<file path="src/pkg/lcr_pkg.sv">
package lcr_pkg;

  // register map
  localparam logic [11:0] LCR_LINK_CAP_OFFSET   = 12'h04c;
  localparam logic [11:0] LCR_UNLOCK_CTL_OFFSET = 12'h100;
  localparam logic [11:0] LCR_CLOCK_CTL_OFFSET  = 12'h104;
  localparam logic [11:0] LCR_EFF_WIDTH_OFFSET  = 12'h108;

  // field positions
  localparam int LCR_SPEED_LSB  = 0;
  localparam int LCR_WIDTH_LSB  = 4;
  localparam int LCR_PSS_LSB    = 10;
  localparam int LCR_L0S_LSB    = 12;
  localparam int LCR_L1_LSB     = 15;
  localparam int LCR_CPM_BIT    = 18;
  localparam int LCR_SURPRISE_DOWN_CAP_BIT  = 19;
  localparam int LCR_LACT_BIT   = 20;
  localparam int LCR_BWN_BIT    = 21;
  localparam int LCR_PORT_LSB   = 24;

  // field values
  localparam logic [3:0] LCR_SPEED_GEN1   = 4'h1;
  localparam logic [1:0] LCR_PSS_L0S_L1   = 2'h3;
  localparam logic [2:0] LCR_L0S_SEPARATE = 3'h5;
  localparam logic [2:0] LCR_L0S_COMMON   = 3'h3;
  localparam logic [2:0] LCR_L1_DEFAULT   = 3'h2;
  localparam logic       LCR_CPM_DEFAULT  = 1'b0;
  localparam logic [5:0] LCR_WIDTH_X1     = 6'h01;
  localparam logic [5:0] LCR_WIDTH_RESET  = 6'h01;
  localparam logic [7:0] LCR_PORT_MAX     = 8'h05;

  // edges a strap needs to reach the second synchroniser stage
  localparam logic [1:0] LCR_STRAP_SETTLE = 2'h2;

  localparam logic [31:0] LCR_ZERO_WORD = 32'h0000_0000;

endpackage : lcr_pkg

</file>
<file path="src/lcr_link_cap.sv">
`timescale 1ns/1ps

module lcr_link_cap (
  // clock and reset
  input  wire logic        pclk,
  input  wire logic        presetn,
  // apb slave
  input  wire logic        psel,
  input  wire logic        penable,
  input  wire logic        pwrite,
  input  wire logic [11:0] paddr,
  input  wire logic [31:0] pwdata,
  input  wire logic [3:0]  pstrb,
  output logic      [31:0] prdata,
  output logic             pready,
  output logic             pslverr,
  // port straps, static after reset
  input  wire logic [2:0]  port_index,
  input  wire logic [5:0]  port_lanes,
  input  wire logic        pcie11_mode,
  // effective width for link training
  output logic      [5:0]  train_width
);
  import lcr_pkg::*;

  // all state of the block; strap copies, lockable fields, bus answer
  typedef struct packed {
    // strap load bookkeeping
    logic        init_done;
    logic [1:0]  settle;
    // captured port identity, lockable fields, unlock and clock controls, training width
    logic [2:0]  port;
    logic [5:0]  width;
    logic [2:0]  l1_lat;
    logic        ref_clock_removal_cap;
    logic        surprise_down_cap;
    logic        lact;
    logic        bwn;
    logic        unlock;
    logic        shared_refclk_setting;
    logic [5:0]  train;
    // registered bus answer
    logic [31:0] rdata;
    logic        ready;
    logic        err;
    // two-stage synchronisers for the straps
    logic [2:0]  idx_s1;
    logic [2:0]  idx_s2;
    logic [5:0]  ln_s1;
    logic [5:0]  ln_s2;
    logic        m11_s1;
    logic        m11_s2;
  } lcr_state_type;

  lcr_state_type s_q;
  lcr_state_type s_d;

  function automatic logic lcr_width_valid(input logic [5:0] w);
    case (w)
      6'h01, 6'h02, 6'h04, 6'h08, 6'h0c, 6'h10, 6'h20: lcr_width_valid = 1'b1;
      default:                                          lcr_width_valid = 1'b0;
    endcase
  endfunction : lcr_width_valid

  function automatic logic [31:0] lcr_cap_word(input lcr_state_type s);
    logic [31:0] w;
    w = LCR_ZERO_WORD;
    w[LCR_SPEED_LSB +: 4] = LCR_SPEED_GEN1;
    w[LCR_WIDTH_LSB +: 6] = s.width;
    w[LCR_PSS_LSB +: 2]   = LCR_PSS_L0S_L1;
    w[LCR_L0S_LSB +: 3]   = s.shared_refclk_setting ? LCR_L0S_COMMON
                                                    : LCR_L0S_SEPARATE;
    w[LCR_L1_LSB +: 3]    = s.l1_lat;
    w[LCR_CPM_BIT]        = s.ref_clock_removal_cap;
    w[LCR_SURPRISE_DOWN_CAP_BIT]      = s.surprise_down_cap;
    w[LCR_LACT_BIT]       = s.lact;
    w[LCR_BWN_BIT]        = s.bwn;
    w[LCR_PORT_LSB +: 8]  = {5'h00, s.port};
    lcr_cap_word = w;
  endfunction : lcr_cap_word

  // register selected by the current address
  typedef enum logic [2:0] {
    LCR_SEL_CAP,
    LCR_SEL_UNLOCK,
    LCR_SEL_CLOCK,
    LCR_SEL_WIDTH,
    LCR_SEL_NONE
  } lcr_sel_type;

  // one decode shared by the read half and the write half of an access
  function automatic lcr_sel_type lcr_addr_sel(input logic [11:0] a);
    lcr_sel_type sel;
    if (a == LCR_LINK_CAP_OFFSET) begin
      sel = LCR_SEL_CAP;
    end else if (a == LCR_UNLOCK_CTL_OFFSET) begin
      sel = LCR_SEL_UNLOCK;
    end else if (a == LCR_CLOCK_CTL_OFFSET) begin
      sel = LCR_SEL_CLOCK;
    end else if (a == LCR_EFF_WIDTH_OFFSET) begin
      sel = LCR_SEL_WIDTH;
    end else begin
      sel = LCR_SEL_NONE;
    end
    lcr_addr_sel = sel;
  endfunction : lcr_addr_sel

  // strap codes 6 and 7 have no port behind them; report the last port
  function automatic logic [2:0] lcr_clamp_port(input logic [2:0] idx);
    logic [2:0] p;
    p = idx;
    if ({5'h00, idx} > LCR_PORT_MAX) begin
      p = LCR_PORT_MAX[2:0];
    end
    lcr_clamp_port = p;
  endfunction : lcr_clamp_port

  // power-on defaults, taken from the settled straps exactly once
  function automatic lcr_state_type lcr_strap_load(input lcr_state_type s);
    lcr_state_type n;
    logic          up;
    n           = s;
    up          = (s.idx_s2 == 3'h0);
    n.init_done = 1'b1;
    n.port      = lcr_clamp_port(s.idx_s2);
    n.width     = s.ln_s2;
    n.l1_lat    = LCR_L1_DEFAULT;
    n.ref_clock_removal_cap       = LCR_CPM_DEFAULT;
    n.surprise_down_cap     = !up;
    n.lact      = !up;
    n.bwn       = !up && !s.m11_s2;
    lcr_strap_load = n;
  endfunction : lcr_strap_load

  // lockable fields; only called while the unlock control is set
  function automatic lcr_state_type lcr_cap_write(input lcr_state_type s,
                                                  input logic [31:0]   d,
                                                  input logic [3:0]    be);
    lcr_state_type n;
    logic          up;
    n  = s;
    up = (s.port == 3'h0);
    if (be[0]) begin
      n.width[3:0] = d[LCR_WIDTH_LSB +: 4];
    end
    if (be[1]) begin
      n.width[5:4] = d[LCR_WIDTH_LSB + 4 +: 2];
      n.l1_lat[0]  = d[LCR_L1_LSB];
    end
    if (be[2]) begin
      n.l1_lat[2:1] = d[LCR_L1_LSB + 1 +: 2];
      n.ref_clock_removal_cap         = d[LCR_CPM_BIT];
      n.surprise_down_cap       = d[LCR_SURPRISE_DOWN_CAP_BIT];
      // the upstream port has no link-active reporting, so it stays clear
      n.lact        = d[LCR_LACT_BIT] && !up;
      n.bwn         = d[LCR_BWN_BIT];
    end
    lcr_cap_write = n;
  endfunction : lcr_cap_write

  // read value of the selected register; unmapped space reads zero
  function automatic logic [31:0] lcr_read_word(input lcr_state_type s,
                                                input lcr_sel_type   sel);
    logic [31:0] w;
    w = LCR_ZERO_WORD;
    case (sel)
      LCR_SEL_CAP:    w = lcr_cap_word(s);
      LCR_SEL_UNLOCK: w = {31'h0000_0000, s.unlock};
      LCR_SEL_CLOCK:  w = {31'h0000_0000, s.shared_refclk_setting};
      LCR_SEL_WIDTH:  w = {26'h000_0000, s.train};
      default:        w = LCR_ZERO_WORD;
    endcase
    lcr_read_word = w;
  endfunction : lcr_read_word

  lcr_sel_type sel;
  logic        acc;
  logic        first_acc;
  logic        last_acc;

  // access timing: setup cycle, then two access cycles. the answer is
  // decoded in the first access cycle and registered, so prdata and
  // pslverr stand in the very cycle in which pready is high. writes
  // are applied in the second access cycle, at the edge where the
  // master samples pready, and at no other edge.
  always_comb begin
    s_d       = s_q;
    sel       = lcr_addr_sel(paddr);
    acc       = psel && penable;
    first_acc = acc && !s_q.ready;
    last_acc  = acc && s_q.ready;

    // the second stage leaves reset at zero, so the load waits until it
    // holds a real strap value; loading early would make every port
    // look like the upstream one
    if (!s_q.init_done) begin
      if (s_q.settle == LCR_STRAP_SETTLE) begin
        s_d = lcr_strap_load(s_q);
      end else begin
        s_d.settle = 2'(s_q.settle + 2'h1);
      end
    end

    // two-stage synchronisers for the straps
    s_d.idx_s1 = port_index;
    s_d.idx_s2 = s_q.idx_s1;
    s_d.ln_s1  = port_lanes;
    s_d.ln_s2  = s_q.ln_s1;
    s_d.m11_s1 = pcie11_mode;
    s_d.m11_s2 = s_q.m11_s1;

    // answer half: one wait state, pready pulses for one cycle
    s_d.ready = first_acc;
    s_d.err   = first_acc && (sel == LCR_SEL_NONE);
    s_d.rdata = LCR_ZERO_WORD;
    if (first_acc && !pwrite) begin
      s_d.rdata = lcr_read_word(s_q, sel);
    end

    // write half: unmapped and read-only addresses take no effect
    if (last_acc && pwrite) begin
      if (sel == LCR_SEL_CAP) begin
        if (s_q.unlock) begin
          s_d = lcr_cap_write(s_d, pwdata, pstrb);
        end
      end else if (sel == LCR_SEL_UNLOCK) begin
        if (pstrb[0]) begin
          s_d.unlock = pwdata[0];
        end
      end else if (sel == LCR_SEL_CLOCK) begin
        if (pstrb[0]) begin
          s_d.shared_refclk_setting = pwdata[0];
        end
      end
    end

    // link training sees x1 for any reserved width code
    s_d.train = lcr_width_valid(s_q.width) ? s_q.width : LCR_WIDTH_X1;
  end

  // reset gives width and train the x1 value, so link training never
  // sees a reserved code before the straps are loaded
  always_ff @(posedge pclk or negedge presetn) begin
    if (!presetn) begin
      s_q        <= '0;
      s_q.width  <= LCR_WIDTH_RESET;
      s_q.train  <= LCR_WIDTH_X1;
      s_q.l1_lat <= LCR_L1_DEFAULT;
    end else begin
      s_q <= s_d;
    end
  end

  assign prdata      = s_q.rdata;
  assign pready      = s_q.ready;
  assign pslverr     = s_q.err;
  assign train_width = s_q.train;

endmodule : lcr_link_cap

</file>
<file path="config.mk">
export PLATFORM = sky130hd
export DESIGN_NAME = lcr_link_cap
export DESIGN_NICKNAME = d
export VERILOG_FILES = /design/src/pkg/lcr_pkg.sv /design/src/lcr_link_cap.sv
export SDC_FILE = /design/constraint.sdc
export NUM_CORES = 1
export LEC_CHECK = 0
export BUFFER_PORTS_ARGS = -buffer_cell sky130_fd_sc_hd__buf_2
export CAP_MARGIN = 40
export CORE_MARGIN = 5
export CORE_UTILIZATION = 50
export CTS_CLUSTER_DIAMETER = 60
export DETAILED_ROUTE_END_ITERATION = 6
export GPL_TIMING_DRIVEN = 0
export PLACE_DENSITY = 0.84
export SLEW_MARGIN = 20
export SYNTH_ARGS = -nofsm -noshare
export SYNTH_HDL_FRONTEND = slang
export SYNTH_SLANG_ARGS = --single-unit
</file>
<file path="constraint.sdc">
create_clock -name pclk -period 3.8 [get_ports pclk]
set_clock_uncertainty 0.05 [all_clocks]
set_input_delay 0.38 -clock pclk [delete_from_list [all_inputs] [get_ports pclk]]
set_output_delay 0.38 -clock pclk [all_outputs]
set_load 0.1 [all_outputs]
</file>
==> results of run 1 <==
worst max-delay path, delay by kind of cell:
kind	cells	cell delay [ns]
and+or+nand+nor	4	1.53
AOI/OAI and AO/OA	1	0.06
buffers and inverters	1	0.09
power groups by stage:
| stage | clock (mW) | combinational, mW | sequential [mW] |
|---|---|---|---|
| after global routing | 0.636 | 0.148 | 0.802 |
| after detailed placement | 0 | 0.137 | 0.815 |
| after global placement | 0 | 0.130 | 0.813 |
| final | 0.585 | 0.137 | 0.800 |
| after floorplan | 0 | 0.0780 | 0.819 |
| after CTS | 0.597 | 0.138 | 0.800 |
layout make-up:
cell class / count / area, µm²
inverters: 3 / 11.26
plain buffers: 44 / 307.8
fillers: 464 / 1934
clock buffers: 9 / 123.9
well taps: 72 / 90.09
flip-flops and latches: 72 / 1805
multi-input cells: 137 / 809.5
repair buffers: 78 / 420.4
clock inverters: 7 / 71.32
placed cells by master, fill, tap and decap left out, types with 2 or more instances in the layout:
cell type,synthesis,layout
nand2_1,19,19
and4b_1,2,2
and3_1,19,19
mux2_2,2,2
nand3_1,7,7
a22oi_1,2,2
clkinv_2,0,3
clkbuf_1,6,6
dfrtp_1,69,69
o21ai_0,7,7
conb_1,1,7
clkinv_4,0,2
nand3b_1,2,2
and2_1,2,2
inv_1,3,3
nor3_1,4,4
a21oi_1,12,12
buf_4,38,39
nor2b_1,5,5
mux2i_1,7,7
dfstp_2,3,3
buf_2,0,75
nand2b_1,2,2
nor2_1,19,19
clkbuf_8,0,9
routing by layer:
layer / wire length, µm / vias to the layer above / GRT usage
li1: - / 995 / -
met1: 2191 / 954 / 0.1873
met2: 2897 / 54 / 0.2768
met3: 362 / 11 / 0.03802
met4: 131 / 0 / 0.09207
met5: 0 / - / 0
flip-flops by register name, summed over array words and instances (netlist names):
name	count
pready	1
s_q	41
pslverr	1
train_width	6
prdata	23
kinds of logic (layout without fill, tap and decap cells):
family / count (synthesis) / count (layout) / share of synthesized area
AO/OA/AOI/OAI: 26 / 26 / 0.05028
XOR/XNOR: 2 / 2 / 0.006017
adder cells (fa/ha/maj): 1 / 1 / 0.004297
buffers and inverters: 47 / 141 / 0.1096
flip-flops: 72 / 72 / 0.6201
multiplexers: 9 / 9 / 0.03180
other: 1 / 7 / 0.001288
AND/OR/NAND/NOR: 92 / 92 / 0.1766
worst paths after layout:
kind                                endpoint           startpoint  cells after the start
max                        s_q[72]$_DFF_PN0_             paddr[4]                      6
min                        s_q[18]$_DFF_PN0_        port_index[1]                      1
max reg2reg                s_q[73]$_DFF_PN0_  s_q[78]$_DFFE_PN0P_                      6
min reg2reg                 s_q[2]$_DFF_PN0_     s_q[8]$_DFF_PN0_                      0
max in group asynchronous  s_q[69]$_DFF_PN1_              presetn                      3
min in group asynchronous  s_q[12]$_DFF_PN0_              presetn                      2
through the flow:
step,instance area [µm²],power [mW],util,setup WS (ns),hold WS (ns)
2_1_floorplan,2934,0.8972,-,1.543,0.03441
3_3_place_gp,3405,0.9435,0.6108,1.583,0.2819
3_5_place_dp,3435,0.9520,0.6162,1.553,0.1751
4_1_cts,3640,1.535,0.6530,1.906,0.07616
5_1_grt,3640,1.586,0.6530,1.759,0.06771
6_report,3640,1.523,0.6530,1.897,0.09292
repair_timing:
action / 4_1_cts / 5_1_grt
endpoints found under the hold margin: 9 / 0
buffers inserted: 0 / 0
hold buffers: 1 / 0
==> results.yml, run 1 <==
die:
  die_y_um: 86.31
  die_x_um: 86.31
  num_rows: 27
  start_util: 0.5223
  core_area_mm2: 0.005574
  dieArea_mm2: 0.007449
  io_pins: 103
drt:
  antenna_left: 0
  wl_per_cell_um: 13.23
  vias: 2014
  dr.pass1.iters: 5
  drc_errors: 0
  via_per_inst: 4.773
  drtIter0Drc: 114
  route.final.wire_length_um: 5583
worst_setup_path:
  cp.required_ns: 3.96
  max_stage_delay_ns: 0.61
  endpoint_kind: "flop"
  crit_path_start_kind: "input pin"
  cpMaxStageDelayCell: "or4_1"
  r2r_setup_slack_ns: 1.91
  crit_fanout: 8
  cp_cell_sequence: "buf_2 > or4_1 > nor4_4 > nand3_1 > nor2_1 > a21oi_1"
  path_class: "input pin to flop"
  arrival_ns: 2.06
grt:
  antenna_found_initial: 0
  gr-total-overflow: 0
  grt_usage: 0.1623
  grt_max_degree: 64
  grt_pass1_wl_um: 9259
  grt_pass1_vias: 2052
logic_synthesis:
  async_reset_ff_frac: 1.000
  ys_ff_latch: 72
  synth_flop_cell: "dfrtp_1"
  synth_commonest_cells: "dfrtp_1 (69), buf_4 (38), and3_1 (19), nand2_1 (19), nor2_1 (19)"
  yosys.area.top_type: "dfrtp_1"
  netlist.area_leader.share: 0.5930
  ys_warn_count: 0
  synth-edff-count: 0
  synth_area_leaders: "dfrtp_1 (59%), buf_4 (9.8%), and3_1 (4.1%)"
  synth_area_mm2: 0.002912
  seq_area_frac_synth: 0.6201
  syn-instance-count: 250
  syn_avg_cell_area_um2: 11.65
  ys_types: 40
  yosysMostFrequentCell: "dfrtp_1"
cells_and_area:
  finalNetCount: 409
  finalNonFillerCells: 422
  n_antenna_cell: 0
  synthToLayoutAreaGrowth_pct: 25.01
  drive_above_1_share: 0.4029
sta:
  fmax_ghz: 0.5254
  period_share: 0.5008
  setup_viol: 0
  hold_viol: 0
  drv_slew: 0
  rsz0062_at_grt: "no"
  slew_headroom: 0.6174
  fin_crit_ns: 1.903
  worstMarginPinSlew_ns: 0.5739
  tns_ns: 0
power:
  power.switching_mw: 0.3903
  combPwrFrac: 0.090
  power_leakage_nw: 1.979
  swShare: 0.2564
  power_density_mw_per_mm2: 418.3
  seq_power_share: 0.526
  vdd_drop_max_uv: 292.8
  p_clk_frac: 0.384
  intPower_mw: 1.132
place:
  io_buffers: 76
  hpwl_um: 4169
  globalplace.congestion: 0.8916
  dp.cells: 405
clocking:
  clk_pin_slew_worst_paths_ns: 0.08
  cts_buffers: 9
  h-tree-depth: 3
  clk_path_buf_depth: 2
  cts_resized: 0
  clock-sinks: 72
  worstSkewPairLatency_ns: 0.34
  root_buffer: "clkbuf_8"
  cts_tree: "done"
status:
  status: "complete, no violations"
flow_run:
  max_cap_violations: 0
worst_hold_path:
  min_path_type: "input pin to flop"
Power figures use the tool's default switching activity.
==> run 2: changes to the inputs <==
--- a/config.mk
+++ b/config.mk
@@ -8,11 +8,11 @@
 export BUFFER_PORTS_ARGS = -buffer_cell sky130_fd_sc_hd__buf_2
 export CAP_MARGIN = 40
 export CORE_MARGIN = 5
-export CORE_UTILIZATION = 50
+export CORE_UTILIZATION = 49
 export CTS_CLUSTER_DIAMETER = 60
 export DETAILED_ROUTE_END_ITERATION = 6
 export GPL_TIMING_DRIVEN = 0
-export PLACE_DENSITY = 0.84
+export PLACE_DENSITY = 0.83
 export SLEW_MARGIN = 20
 export SYNTH_ARGS = -nofsm -noshare
 export SYNTH_HDL_FRONTEND = slang
==> constraint.sdc (replaced) <==
create_clock -name pclk -period 2 [get_ports pclk]
set_clock_uncertainty 0.05 [all_clocks]
set_input_delay 0.2 -clock pclk [delete_from_list [all_inputs] [get_ports pclk]]
set_output_delay 0.2 -clock pclk [all_outputs]
set_load 0.1 [all_outputs]
==> run 2 against run 1 <==
  * Hold slack worse by 0.061 ns
  * Sequential power is 90% higher
  * Die area is 1.8% higher
  * Register-to-register slack worse by 1.6 ns
  * Final area is 2.7% higher
  * Non-clock buffer count is 11 higher
  * Critical endpoint is now s_q[61]$_DFFE_PN0P_
  * Largest cell class unchanged
==> results.yml, run 2 (synthesized netlist as in run 1, its figures left out) <==
drt:
  antenna_left: 0
  dr.pass1.iters: 4
  via_per_inst: 4.612
  vias: 2011
  drtIter0Drc: 100
  drc_errors: 0
  wl_per_cell_um: 12.52
  route.final.wire_length_um: 5459
grt:
  grt_max_degree: 42
  gr-total-overflow: 0
  grt_usage: 0.1533
  grt_pass1_vias: 1979
  antenna_found_initial: 0
  grt_pass1_wl_um: 8742
worst_setup_path:
  path_class: "flop to flop"
  crit_path_start_kind: "flop"
  cp.required_ns: 2.17
  arrival_ns: 1.86
  endpoint_kind: "flop"
  reg2regPathDepth: 5
  crit_fanout: 4
clocking:
  cts_buffers: 9
  clock-sinks: 72
  worstSkewPairLatency_ns: 0.34
  h-tree-depth: 3
  clk_path_buf_depth: 2
  cts_tree: "done"
  root_buffer: "clkbuf_8"
  clk_pin_slew_worst_paths_ns: 0.07
cells_and_area:
  multi_input_area_um2: 809.5
  final_common_cell: "buf_2"
  synthToLayoutAreaGrowth_pct: 28.41
  largest_reg_flops: 41
  layout_common_cells: "buf_2 (75), dfrtp_1 (68), buf_4 (39)"
  finalNonFillerCells: 436
  stdcell_area_mm2: 0.003739
  regArea_mm2: 0.001807
  n_antenna_cell: 0
  finalNetCount: 420
  drive_above_1_share: 0.3906
  top_register: "s_q"
  n_fill_cell: 461
  final_core_util: 0.6390
place:
  io_buffers: 76
  hpwl_um: 4162
  globalplace.congestion: 0.8175
  place_area_mm2: 0.003432
  dp.cells: 408
worst_hold_path:
  min_path_cells: 3
  min_path_type: "input pin to flop"
die:
  start_util: 0.4976
  io_pins: 103
  core_area_mm2: 0.005851
  dieArea_mm2: 0.007584
  num_rows: 28
  die_y_um: 87.09
  die_x_um: 87.09
power:
  intPower_mw: 2.138
  seq_power_share: 0.537
  p_clk_frac: 0.367
  swShare: 0.2460
  vdd_drop_max_uv: 535.8
  combPwrFrac: 0.097
  power.switching_mw: 0.6978
  power.total_mw: 2.836
  power_density_mw_per_mm2: 758.7
  power_leakage_nw: 2.013
sta:
  period_share: 0.8436
  fin_crit_ns: 1.687
  fmax_ghz: 0.5927
  hold_viol: 0
  drv_slew: 0
  setup_viol: 0
  rsz0062_at_grt: "no"
  whs_ns: 0.03234
flow_run:
  max_cap_violations: 0
status:
  status: "complete, no violations"
## run 2: cell count changes in the layout (fill, tap and decap cells not counted), moves of 2 or more
cell,delta
dlygate4sd3_1,+11
clkbuf_8,+3
clkinv_2,-2
clkinv_4,-2
## run 2: final timing paths
kind / start / to / slack (ns)
worst max-delay path: pready$_DFF_PN0_ / s_q[61]$_DFFE_PN0P_ / 0.31
worst min-delay path: pwdata[17] / s_q[68]$_DFF_PN0_ / 0.03
worst max register to register: pready$_DFF_PN0_ / s_q[61]$_DFFE_PN0P_ / 0.31
worst min register to register: s_q[12]$_DFF_PN0_ / s_q[6]$_DFF_PN0_ / 0.30
max in group asynchronous: presetn / s_q[67]$_DFF_PN1_ / 1.00
min in group asynchronous: presetn / s_q[61]$_DFFE_PN0P_ / 0.29
## run 2: metrics by stage
stage | setup TNS, ns | worst slack [ns]
6_report | 0 | 0.3127
5_1_grt | 0 | 0.1489
4_1_cts | 0 | 0.1112
3_5_place_dp | -0.03882 | -0.01904
3_3_place_gp | -0.01083 | -0.007217
2_1_floorplan | 0 | 0.06040
## run 2: area by class of cell
cell class / instances / share of cell area
Clock buffer: 14 / 0.04618
Inverter: 3 / 0.003012
Buffer: 44 / 0.08266
Multi-Input combinational cell: 137 / 0.2165
Clock inverter: 2 / 0.003347
Timing Repair Buffer: 89 / 0.1399
Tap cell: 75 / 0.02510
Sequential cell: 72 / 0.4833
## run 2: power by group through the flow
stage | sequential (mW) | clock (mW) | combinational [mW]
final | 1.52 | 1.04 | 0.274
after global routing | 1.53 | 1.14 | 0.296
after CTS | 1.52 | 1.06 | 0.277
after detailed placement | 1.55 | 0 | 0.259
after global placement | 1.55 | 0 | 0.247
after floorplan | 1.56 | 0 | 0.148
## run 2: critical path, stage by stage, from the launching register on
cell and delay, ns:
dfrtp_2 0.39, nand4_1 0.19, nor4bb_1 0.40, nand2_1 0.09
nor2_1 0.10, mux2_2 0.34
## run 2: what timing repair did
item / in CTS / in global routing
hold buffers: 12 / 0
endpoints found under the setup margin: 0 / 7
endpoints found under the hold margin: 42 / 0
buffers inserted: 0 / 0
gates resized for setup: 0 / 2
## run 2: per-layer routing
layer,vias up,wire [µm],global-route usage
li1,1011,-,-
met1,916,2162,0.1761
met2,68,2730,0.2505
met3,16,399,0.05487
met4,0,167,0.08074
met5,-,0,0
